`src/design/swl_regs.vh`:
```
// Constants for the single-wire sensor command link
`ifndef SWL_REGS_VH
`define SWL_REGS_VH

// Function command codes
`define SWL_CMD_CONVERT      8'h44
`define SWL_CMD_WRITE_REG    8'hcc
`define SWL_CMD_READ_REG     8'h33
`define SWL_CMD_SOFT_RESET   8'h82

// Command CRC polynomial x^16+x^15+x^2+1, reflected for LSB-first feed
`define SWL_CRC_POLY_REFL    16'ha001
`define SWL_CRC_INIT         16'h0000

// Clock rate in kHz (200 MHz)
`define SWL_CLK_KHZ          200000

// Bus reset thresholds in microseconds
`define SWL_RESET_LOW_US     480
`define SWL_OD_KEEP_US       80

// Standard speed slot timing in nanoseconds
`define SWL_STD_SAMPLE_NS    30000
`define SWL_STD_READ_HOLD_NS 30000
`define SWL_STD_PDH_NS       30000
`define SWL_STD_PDL_NS       120000

// Overdrive slot timing in nanoseconds
`define SWL_OD_SAMPLE_NS     3000
`define SWL_OD_READ_HOLD_NS  3000
`define SWL_OD_PDH_NS        3000
`define SWL_OD_PDL_NS        12000

// Conversion time in microseconds
`define SWL_CONV_TIME_US     16000

// Register file size (byte addresses)
`define SWL_REG_DEPTH        256

`endif

```
`src/design/swl_crc16.v`:
```
// Bitwise command CRC-16 accumulator, LSB first
`timescale 1ns/1ps
`default_nettype none
`include "swl_regs.vh"

module swl_crc16 (
  // Clock and reset
  input  wire        sys_clk_in,
  input  wire        rst_in,
  // Control
  input  wire        clear_in,
  input  wire        bit_valid_in,
  input  wire        bit_in,
  // Result
  output reg  [15:0] crc_out
);

  wire fb = crc_out[0] ^ bit_in;

  always @(posedge sys_clk_in or posedge rst_in) begin
    if (rst_in) begin
      crc_out <= `SWL_CRC_INIT;
    end else if (clear_in) begin
      crc_out <= `SWL_CRC_INIT;
    end else if (bit_valid_in) begin
      crc_out <= (crc_out >> 1) ^ (fb ? `SWL_CRC_POLY_REFL : 16'h0000);
    end
  end

endmodule // swl_crc16
`default_nettype wire

```
`src/design/swl_link.v`:
```
// Single-wire sensor command link, device side
`timescale 1ns/1ps
`default_nettype none
`include "swl_regs.vh"

module swl_link #(
  parameter [31:0] CONV_CYCLES  = `SWL_CONV_TIME_US * (`SWL_CLK_KHZ / 1000),
  parameter [31:0] RESET_CYCLES = `SWL_RESET_LOW_US * (`SWL_CLK_KHZ / 1000),
  parameter [31:0] OD_KEEP_CYCLES = `SWL_OD_KEEP_US * (`SWL_CLK_KHZ / 1000)
) (
  // Clock and reset
  input  wire        sys_clk_in,
  input  wire        rst_in,
  // Open-drain data line
  input  wire        dq_in,
  output reg         dq_out,
  output reg         dq_oe_out,
  // Overdrive select from the ROM layer, pulse
  input  wire        od_set_in,
  // ROM layer has selected this device, function bytes follow
  input  wire        rom_sel_in,
  // Temperature sample from the converter
  input  wire [15:0] temp_sample_in,
  // Status
  output reg         converting_out,
  output reg         standby_out,
  output reg         overdrive_out,
  output reg         fifo_push_out,
  output reg  [15:0] fifo_data_out
);

  // Timing counts, least times rounded up to whole cycles
  localparam [31:0] STD_SAMPLE = (`SWL_STD_SAMPLE_NS * 1 + 4) / 5;
  localparam [31:0] OD_SAMPLE  = (`SWL_OD_SAMPLE_NS + 4) / 5;
  localparam [31:0] STD_RHOLD  = (`SWL_STD_READ_HOLD_NS + 4) / 5;
  localparam [31:0] OD_RHOLD   = (`SWL_OD_READ_HOLD_NS + 4) / 5;
  localparam [31:0] STD_PDH    = (`SWL_STD_PDH_NS + 4) / 5;
  localparam [31:0] OD_PDH     = (`SWL_OD_PDH_NS + 4) / 5;
  localparam [31:0] STD_PDL    = (`SWL_STD_PDL_NS + 4) / 5;
  localparam [31:0] OD_PDL     = (`SWL_OD_PDL_NS + 4) / 5;

  // Protocol states
  localparam [3:0] ST_IDLE   = 4'h0;
  localparam [3:0] ST_PDH    = 4'h1;
  localparam [3:0] ST_PDL    = 4'h2;
  localparam [3:0] ST_ROM    = 4'h3;
  localparam [3:0] ST_CMD    = 4'h4;
  localparam [3:0] ST_ADDR   = 4'h5;
  localparam [3:0] ST_LEN    = 4'h6;
  localparam [3:0] ST_WDATA  = 4'h7;
  localparam [3:0] ST_RDATA  = 4'h8;
  localparam [3:0] ST_CRC    = 4'h9;
  localparam [3:0] ST_CONV   = 4'ha;
  localparam [3:0] ST_WAIT   = 4'hb;

  // Bit-slot phases
  localparam [1:0] SL_IDLE = 2'h0;
  localparam [1:0] SL_LOW  = 2'h1;
  localparam [1:0] SL_HIGH = 2'h2;

  reg  [7:0]  regs [0:`SWL_REG_DEPTH-1];
  reg         dq_meta;
  reg         dq_sync;
  reg         dq_prev;
  reg  [3:0]  state;
  reg  [1:0]  slot;
  reg  [31:0] low_cnt;
  reg  [31:0] tmr;
  reg  [2:0]  bit_idx;
  reg  [7:0]  shreg;
  reg  [7:0]  cmd;
  reg  [7:0]  addr;
  reg  [7:0]  len;
  reg  [15:0] crc_tx;
  reg         crc_bytes;
  reg         tx_bit;
  reg         pend_srst;
  reg         crc_clr;
  reg         crc_bv;
  reg         crc_bit;
  wire [15:0] crc_val;
  integer     i;

  wire fall     = dq_prev & ~dq_sync;
  wire rise     = ~dq_prev & dq_sync;
  wire tx_phase = (state == ST_RDATA) || (state == ST_CRC);

  function [31:0] pick;
    input        od;
    input [31:0] std_v;
    input [31:0] od_v;
    begin
      pick = od ? od_v : std_v;
    end
  endfunction

  swl_crc16 u_crc (
    .sys_clk_in   (sys_clk_in),
    .rst_in       (rst_in),
    .clear_in     (crc_clr),
    .bit_valid_in (crc_bv),
    .bit_in       (crc_bit),
    .crc_out      (crc_val)
  );

  // Two-stage synchroniser for the bus pin
  always @(posedge sys_clk_in or posedge rst_in) begin
    if (rst_in) begin
      dq_meta <= 1'b1;
      dq_sync <= 1'b1;
      dq_prev <= 1'b1;
    end else begin
      dq_meta <= dq_in;
      dq_sync <= dq_meta;
      dq_prev <= dq_sync;
    end
  end

  // Register file; soft reset restores defaults (all zero)
  always @(posedge sys_clk_in) begin
    if (pend_srst && state == ST_WAIT) begin
      for (i = 0; i < `SWL_REG_DEPTH; i = i + 1)
        regs[i] <= 8'h00;
    end else if (state == ST_WDATA && slot == SL_LOW && tmr == pick(overdrive_out,
             STD_SAMPLE, OD_SAMPLE) && bit_idx == 3'h7) begin
      regs[addr] <= {dq_sync, shreg[7:1]};
    end
  end

  always @(posedge sys_clk_in or posedge rst_in) begin
    if (rst_in) begin
      state          <= ST_IDLE;
      slot           <= SL_IDLE;
      low_cnt        <= 32'h0;
      tmr            <= 32'h0;
      bit_idx        <= 3'h0;
      shreg          <= 8'h00;
      cmd            <= 8'h00;
      addr           <= 8'h00;
      len            <= 8'h00;
      crc_tx         <= 16'h0000;
      crc_bytes      <= 1'b0;
      tx_bit         <= 1'b1;
      pend_srst      <= 1'b0;
      crc_clr        <= 1'b1;
      crc_bv         <= 1'b0;
      crc_bit        <= 1'b0;
      dq_out         <= 1'b0;
      dq_oe_out      <= 1'b0;
      converting_out <= 1'b0;
      standby_out    <= 1'b1;
      overdrive_out  <= 1'b0;
      fifo_push_out  <= 1'b0;
      fifo_data_out  <= 16'h0000;
    end else begin
      crc_clr       <= 1'b0;
      crc_bv        <= 1'b0;
      fifo_push_out <= 1'b0;
      dq_out        <= 1'b0;
      if (od_set_in)
        overdrive_out <= 1'b1;
      // Bus low time for reset detection; our own presence and read-zero lows are not counted
      if (!dq_sync && !dq_oe_out)
        low_cnt <= low_cnt + 32'h1;
      else
        low_cnt <= 32'h0;
      if (state != ST_CONV && state != ST_PDH && state != ST_PDL && fall)
        standby_out <= 1'b0;

      if (rise && state != ST_CONV && low_cnt >= OD_KEEP_CYCLES &&
          (low_cnt >= RESET_CYCLES || !overdrive_out)) begin
        // Long low: bus reset, reply with presence
        if (low_cnt >= RESET_CYCLES)
          overdrive_out <= 1'b0;
        state     <= ST_PDH;
        tmr       <= 32'h0;
        slot      <= SL_IDLE;
        dq_oe_out <= 1'b0;
        pend_srst <= 1'b0;
      end else if (rise && state != ST_CONV && overdrive_out && low_cnt >= 32'h1 &&
                   low_cnt < OD_KEEP_CYCLES && low_cnt > pick(1'b1, STD_PDL, OD_PDL)) begin
        // Short reset in overdrive keeps the speed
        state     <= ST_PDH;
        tmr       <= 32'h0;
        slot      <= SL_IDLE;
        dq_oe_out <= 1'b0;
      end else begin
        case (state)
          ST_PDH: begin
            tmr <= tmr + 32'h1;
            if (tmr >= pick(overdrive_out, STD_PDH, OD_PDH)) begin
              tmr       <= 32'h0;
              dq_oe_out <= 1'b1; // Only falling edge the device makes
              state     <= ST_PDL;
            end
          end
          ST_PDL: begin
            tmr <= tmr + 32'h1;
            if (tmr >= pick(overdrive_out, STD_PDL, OD_PDL)) begin
              dq_oe_out <= 1'b0;
              state     <= ST_ROM;
              slot      <= SL_IDLE;
            end
          end
          ST_ROM: begin
            if (rom_sel_in) begin
              state   <= ST_CMD;
              bit_idx <= 3'h0;
              crc_clr <= 1'b1;
            end
          end
          ST_CONV: begin
            // Bus held high by strong pullup; no slots expected
            tmr <= tmr + 32'h1;
            if (tmr >= CONV_CYCLES) begin
              fifo_data_out  <= temp_sample_in;
              fifo_push_out  <= 1'b1;
              converting_out <= 1'b0;
              standby_out    <= 1'b1;
              state          <= ST_IDLE;
            end
          end
          ST_WAIT: begin
            // Both CRC bytes are out; act on the command now
            if (cmd == `SWL_CMD_CONVERT) begin
              state          <= ST_CONV;
              converting_out <= 1'b1;
              tmr            <= 32'h0;
            end else begin
              state       <= ST_IDLE;
              standby_out <= 1'b1;
            end
            pend_srst <= 1'b0;
          end
          ST_CMD, ST_ADDR, ST_LEN, ST_WDATA, ST_RDATA, ST_CRC: begin
            case (slot)
              SL_IDLE: begin
                if (fall) begin
                  slot <= SL_LOW; // Timer starts at master edge
                  tmr  <= 32'h0;
                  crc_bv  <= (state == ST_RDATA);
                  crc_bit <= tx_bit;
                  if (tx_phase && !tx_bit)
                    dq_oe_out <= 1'b1;
                end
              end
              SL_LOW: begin
                tmr <= tmr + 32'h1;
                if (tx_phase) begin
                  if (tmr >= pick(overdrive_out, STD_RHOLD, OD_RHOLD)) begin
                    dq_oe_out <= 1'b0;
                    slot      <= SL_HIGH;
                  end
                end else if (tmr == pick(overdrive_out, STD_SAMPLE, OD_SAMPLE)) begin
                  shreg   <= {dq_sync, shreg[7:1]};
                  crc_bv  <= 1'b1;
                  crc_bit <= dq_sync;
                  slot    <= SL_HIGH;
                end
              end
              SL_HIGH: begin
                // Wait for line high and the last CRC update before the next slot
                if (dq_sync && !crc_bv) begin
                  slot    <= SL_IDLE;
                  bit_idx <= bit_idx + 3'h1;
                  if (state == ST_RDATA) begin
                    tx_bit  <= shreg[1];
                    shreg   <= {1'b1, shreg[7:1]};
                  end else if (state == ST_CRC) begin
                    tx_bit <= crc_tx[1];
                    crc_tx <= {1'b1, crc_tx[15:1]};
                  end
                  if (bit_idx == 3'h7) begin
                    case (state)
                      ST_CMD: begin
                        cmd <= shreg;
                        if (shreg == `SWL_CMD_WRITE_REG || shreg == `SWL_CMD_READ_REG)
                          state <= ST_ADDR;
                        else if (shreg == `SWL_CMD_CONVERT ||
                                 shreg == `SWL_CMD_SOFT_RESET) begin
                          state     <= ST_CRC;
                          pend_srst <= (shreg == `SWL_CMD_SOFT_RESET);
                        end else
                          state <= ST_IDLE;
                      end
                      ST_ADDR: begin
                        addr  <= shreg;
                        state <= ST_LEN;
                      end
                      ST_LEN: begin
                        len <= shreg;
                        if (cmd == `SWL_CMD_WRITE_REG)
                          state <= ST_WDATA;
                        else begin
                          state  <= ST_RDATA;
                          shreg  <= regs[addr];
                          tx_bit <= regs[addr][0];
                        end
                      end
                      ST_WDATA, ST_RDATA: begin
                        addr <= addr + 8'h1;
                        len  <= len - 8'h1;
                        if (state == ST_RDATA) begin
                          shreg  <= regs[addr + 8'h1];
                          tx_bit <= regs[addr + 8'h1][0];
                        end
                        if (len == 8'h00)
                          state <= ST_CRC;
                      end
                      ST_CRC: begin
                        if (crc_bytes)
                          state <= ST_WAIT;
                        crc_bytes <= ~crc_bytes;
                      end
                      default: state <= ST_IDLE;
                    endcase
                  end
                end
              end
              default: slot <= SL_IDLE;
            endcase
            // Latch the inverted CRC on entry to the CRC phase
            if (state != ST_CRC && slot == SL_HIGH && dq_sync && !crc_bv && bit_idx == 3'h7 &&
                ((state == ST_CMD && (shreg == `SWL_CMD_CONVERT ||
                  shreg == `SWL_CMD_SOFT_RESET)) || (state != ST_CMD && state != ST_ADDR &&
                  state != ST_LEN && len == 8'h00))) begin
              crc_tx    <= ~crc_val;
              tx_bit    <= ~crc_val[0];
              crc_bytes <= 1'b0;
            end
          end
          default: begin
            state <= ST_IDLE;
          end
        endcase
      end
    end
  end

endmodule // swl_link
`default_nettype wire

```
`config.mk`:
```
export PLATFORM = sky130hd
export DESIGN_NAME = swl_link
export DESIGN_NICKNAME = d
export VERILOG_FILES = /design/src/design/swl_crc16.v /design/src/design/swl_link.v
export VERILOG_INCLUDE_DIRS = /design/src /design/src/design
export SDC_FILE = /design/constraint.sdc
export NUM_CORES = 2
export LEC_CHECK = 0
export BUFFER_PORTS_ARGS = -buffer_cell sky130_fd_sc_hd__buf_2
export CAP_MARGIN = 15
export CORE_MARGIN = 4
export CORE_UTILIZATION = 25
export DETAILED_ROUTE_END_ITERATION = 8
export SYNTH_ARGS = -nofsm -noshare
export SYNTH_HDL_FRONTEND = slang
export SYNTH_SLANG_ARGS = --single-unit
export TNS_END_PERCENT = 50
```
`constraint.sdc`:
```
create_clock -name sys_clk_in -period 13.63 [get_ports sys_clk_in]
set_input_delay 0 -clock sys_clk_in [delete_from_list [all_inputs] [get_ports sys_clk_in]]
set_output_delay 0 -clock sys_clk_in [all_outputs]
set_load 0.1 [all_outputs]
```
# == Word level (Yosys, flattened, before mapping) ==
# Memory sizes are Yosys's and may differ from the RTL's.
# Cells that the tools add are included.
# op_classes
add_sub_neg,5
n_lt_le_gt_ge,8
eq_ne,63
muxes,132
bitwise,11
n_reduce_logical,73
# op_table
op,count
32-bit 2-to-1 mux,6
16-bit 2-to-1 mux,8
32-bit one-hot mux with 4 select lines,1
8-bit 2-to-1 mux,9
"32-bit by 1-bit adder with 32-bit output, second input constant",2
32-bit one-hot mux with 2 select lines,1
8-bit one-hot mux with 2 select lines,4
1-bit 2-to-1 mux,62
4-bit 2-to-1 mux,15
7-bit AND reduction,7
"4-bit inequality test, second input constant",9
"5-bit inequality test, second input constant",7
32-bit by 13-bit == test with 1-bit output,1
"32-bit by 1-bit >= comparator with 1-bit output, second input constant",1
"32-bit by 14-bit >= comparator with 1-bit output, second input constant",1
32-bit by 15-bit >= comparator with 1-bit output,1
"32-bit by 17-bit >= comparator with 1-bit output, second input constant",1
"32-bit by 22-bit >= comparator with 1-bit output, second input constant",1
32-bit >= comparator,1
"32-bit by 12-bit greater-than comparator with 1-bit output, second input constant",1
"32-bit by 14-bit less-than comparator with 1-bit output, second input constant",1
1-bit logical AND,26
"8-bit == test, second input constant",3
4-bit one-hot mux with 6 select lines,1
52 further kinds,122
# word_totals
register_bits,167
ram_bits,2048
in_bits,21
out_inout_bits,22
n_memories,1
# mem_list
name,depth,word_bits,read_ports,rd_ports_with_merged_regs,write_ports,line_no,source
regs,256,8,2,0,256,swl_link.v:61,reg [7:0] regs [0:`SWL_REG_DEPTH-1];

# == Depth between registers and ports, before layout ==
# logic_depth
depth_word,11
depth_mapped,22
ltp_nobuf,11

# == Modules after synthesis ==
# From an unflattened synthesis, not the netlist that was laid out.
# unflattened
cells_unflattened,8665
hier_area_um2,117350.0
# by_module_without_submodules
module,instances,cells_per_inst,area_each_um2
swl_link,1,8605,116658.1
swl_crc16,1,60,691.9

# == Worst setup path after synthesis ==
# OpenSTA, ideal clock, no wires.
# synth_path
kind,reg2reg
from,register addr[1]
to,register shreg[4]
setup_time_ps,126
arrival_ps,5273
required_time_ps,13504
slack_ps,8231
stages_incl_launch_ff,23
cell_sequence,dfrtp_1 -> buf_2 -> buf_2 -> buf_4 -> buf_4 -> buf_4 -> buf_2 -> buf_4 -> inv_1 -> ha_1 -> buf_2 -> clkbuf_1 -> clkbuf_1 -> buf_1 -> clkbuf_1 -> mux4_2 -> mux4_2 -> nand2_1 -> nand3_1 -> nand3_1 -> o21ai_0 -> o21ai_0 -> nand2_1
# synth_between
elab_chain_cells,7
word_cells_on_any_way,8
classes_between,1 x add/sub; 6 x mux; 1 x memory
# synth_rtl
element,line_no,source
start: declaration,swl_link.v:72,reg [7:0] addr;
start signal: assignment,swl_link.v:287,addr <= shreg;
start signal: assignment,swl_link.v:301,addr <= addr + 8'h1;
8-bit by 1-bit adder with 8-bit output,swl_link.v:304,shreg <= regs[addr + 8'h1];
memory 256 x 8 bit (*),n/a,
8-bit 2-to-1 mux,swl_link.v:303,if (state == ST_RDATA) begin
8-bit one-hot mux with 2 select lines (*),swl_link.v:274,case (state)
8-bit 2-to-1 mux (*),swl_link.v:273,if (bit_idx == 3'h7) begin
8-bit 2-to-1 mux (*),swl_link.v:263,if (dq_sync && !crc_bv) begin
8-bit one-hot mux with 2 select lines (*),swl_link.v:236,case (slot)
end signal: assignment,swl_link.v:255,"shreg <= {dq_sync, shreg[7:1]};"
end signal: assignment,swl_link.v:268,"shreg <= {1'b1, shreg[7:1]};"
end signal: assignment,swl_link.v:296,shreg <= regs[addr];
end: declaration,swl_link.v:70,reg [7:0] shreg;
# Every way passes the cells marked *; elsewhere a longest branch is shown, timed or not. The select of a mux whose other input is x is not followed.
# A chain may end at the register's enable or synchronous reset.

# == Final worst setup path ==
# layout_path
from,register addr[1]
to,register shreg[1]
# Same word-level chain as after synthesis.

==> impl_metrics.json <==
{
  "slew_violations": 0,
  "status": "finished with violations",
  "crit_path_start": "addr[1]",
  "crit_path_max_fanout": 43,
  "viasPerCell": 5.61,
  "row_count": 249,
  "setup_ws_ps": 6800,
  "first_global_vias": 79200,
  "gp_congestion": 0.980,
  "worstSetupPathType": "register to register",
  "cpMostUsedCell": "buf_4",
  "yosysMostFrequentCell": "nor2_1",
  "fin_crit_ps": 6830,
  "area_growth_pct": 14.3,
  "start_util_pct": 25.1,
  "post_drt_wl_per_cell_um": 29.7,
  "synthArstFlopShare_pct": 7.50,
  "critical-path-top-delay-family": "buffers and inverters",
  "crit_buf_inv": 4,
  "layout-drive-gt1-share_pct": 23.6,
  "rsz0062_at_grt": "false",
  "clock_sinks": 2214,
  "crit_required_ps": 14450,
  "io_buffers": 41,
  "p_leak_uw": 0.0315,
  "final-hold-violation-count": 0,
  "ant_nets": 0,
  "vias": 83000,
  "antenna_found_initial": 12,
  "max_freq_mhz": 146,
  "tightest_slew_ps": 1490,
  "post-route-drc-count": 27,
  "netlist_top_cells_area": "edfxtp_1 (53%), mux4_2 (21%), nor2_1 (7.4%), dfrtp_1 (3.5%), mux2i_1 (2.1%)",
  "grt.total_usage_pct": 18.0,
  "clockRootBuffer": "clkbuf_16",
  "finalSetupTns_ps": 0,
  "drt_iter0_markers": 13700,
  "endpoint_kind": "register",
  "grt-ovfl-total": 0,
  "dp_worst_setup_slack_ps": 6850,
  "syn_area_per_cell_um2": 13.5,
  "dieHeight_um": 687,
  "grt_max_degree": 120,
  "fill_cells": 46200,
  "dr.pass1.iters": 9,
  "crit_path_max_incr_delay_ps": 820,
  "die_w_um": 687,
  "synth.distinct_cells": 84,
  "max_cap_viol_count": 0,
  "core_area_um2": 460000,
  "ys_ff_latch": 2214,
  "grt_pass1_wl_um": 616000,
  "path_clk_slew_ps": 80,
  "fin_util_pct": 28.7,
  "arrival_ps": 7650,
  "fin_skew_ps": 190,
  "clk_latency_ps": 990,
  "fin_nets": 8495,
  "worstHoldPathType": "input pin to register",
  "synth_top_cells_by_count": "nor2_1 (2270), edfxtp_1 (2048), mux4_2 (1066)",
  "relSlewSlack_pct": 0.556,
  "slowest_stage": "dfrtp_4",
  "pin_count": 43,
  "ys.flop_type": "edfxtp_1",
  "synth.cell_area_um2": 115000,
  "syn-num-nets": 8579,
  "yosysTopAreaCell": "edfxtp_1",
  "synthCells": 8538,
  "setup_violations": 0,
  "die_area_um2": 472000,
  "ctsResizeCount": 0,
  "fin_crit_sh_pct": 50.1,
  "cts_max_path_buffers": 4,
  "ys_warn_count": 0,
  "ys_seq_area_share_pct": 57.0,
  "ir_worst_vdd_v": 0.000123,
  "cellPowerDensity_nw_per_um2": 106,
  "cts_made_buffers": 236,
  "violations": "design-rule violations",
  "dp_hpwl_um": 281000,
  "cts_setup_buffers": 0,
  "reg2reg_from": "addr[1]",
  "synth_top_area_share_pct": 53.4,
  "wirelength_um": 440000,
  "cts_tree": "yes",
  "start_kind": "register",
  "hold_start": "rom_sel_in",
  "synth_edf_count": 2048,
  "path_cells": "buf_4 -> buf_4 -> buf_4 -> buf_4 -> mux4_2 -> a22oi_1 -> a21oi_1 -> a2111oi_0 -> nand4_1 -> a221oi_1 -> and4b_1 -> o31ai_1",
  "hold_buffers": 39,
  "htree_levels": 4
}
final timing paths:
kind | cells past startpoint | endpoint | slack (ps)
max | 12 | shreg[1] | 6800
min | 4 | crc_clr | 70
max reg2reg | 12 | shreg[1] | 6800
min reg2reg | 0 | dq_sync | 360
max in group asynchronous | 5 | addr[2] | 11850
min in group asynchronous | 4 | fifo_data_out[7] | 350
metrics by stage:
| step | hold slack (ps) | std cells | total power [uW] | cell area, um^2 |
|---|---|---|---|---|
| after global placement | 85.7 | 14300 | 7510 | 124000 |
| after detailed placement | 96.4 | 14300 | 7510 | 124000 |
| after CTS | 20.3 | 14800 | 14000 | 132000 |
| after floorplan | 4.48 | 8538 | 7500 | 115000 |
| after global routing | 66.1 | 14800 | 14200 | 132000 |
| final | 68.4 | 14800 | 13900 | 132000 |
routing by layer:
layer  wire length [um]  global-route usage, %
met3              62500                   6.39
met1             158000                   22.8
met5                525                  0.596
met4              30500                   10.4
met2             189000                   26.4
area by class of cell:
type / instances / area (um^2) / area share [%]
well taps: 6149 / 7690 / 5.84
repair buffers: 547 / 4340 / 3.29
inverters: 32 / 130 / 0.0988
clock buffers: 281 / 6150 / 4.67
multi-input cells: 5423 / 46200 / 35.1
flip-flops and latches: 2214 / 65700 / 49.9
clock inverters: 149 / 1470 / 1.12
diodes: 12 / 30.0 / 0.0228
cell usage in the layout, fill, tap and decap left out, types with 33 or more instances in the layout:
| cell type | netlist | layout |
|---|---|---|
| nor2_1 | 2270 | 2261 |
| edfxtp_1 | 2048 | 2048 |
| mux4_2 | 1066 | 1066 |
| nand2_1 | 449 | 449 |
| buf_4 | 16 | 437 |
| o21ai_0 | 376 | 362 |
| mux2i_1 | 240 | 240 |
| clkbuf_16 | 0 | 237 |
| dfrtp_1 | 160 | 145 |
| nand3_1 | 137 | 137 |
| a22oi_1 | 134 | 134 |
| a21oi_1 | 98 | 98 |
| nand4_1 | 58 | 58 |
| clkinv_2 | 0 | 53 |
| clkinv_1 | 1 | 52 |
| buf_2 | 280 | 48 |
| nor3_1 | 43 | 39 |
| clkbuf_1 | 467 | 39 |
| dlygate4sd3_1 | 0 | 39 |
| a31oi_1 | 37 | 37 |
| mux2_2 | 33 | 33 |
worst register-to-register path: stages (launching register included):
cell       delay [ps]
dfrtp_4           820
buf_4             760
buf_4             760
buf_4             770
buf_4             840
mux4_2            630
a22oi_1           280
a21oi_1           220
a2111oi_0         670
nand4_1           290
a221oi_1          390
and4b_1           230
o31ai_1            70
where the power goes:
part	internal (uW)	switching [uW]
clock network	3710	2840
logic	15.0	43.1
registers	7320	2.29
total	11000	2890
cell families (layout without fill, tap and decap cells):
group | after synthesis | count (layout) | synth area share (%)
mux | 1339 | 1339 | 23.2
compound gates | 874 | 874 | 4.79
fa+ha+maj | 20 | 20 | 0.217
xor+xnor | 44 | 44 | 0.334
simple gates | 3145 | 3145 | 11.1
other cells | 1 | 13 | 0.00325
buf+inv | 901 | 1009 | 3.34
flops | 2214 | 2214 | 57.0
sequential cells by signal, summed over array words and instances (netlist names), 2 cells and up:
signal         flops
addr               8
len                8
state              4
cmd                8
slot               2
u_crc.crc_out     16
shreg              8
low_cnt           32
fifo_data_out     16
regs            2048
bit_idx            3
tmr               32
crc_tx            15
Power figures use the tool's default switching activity.
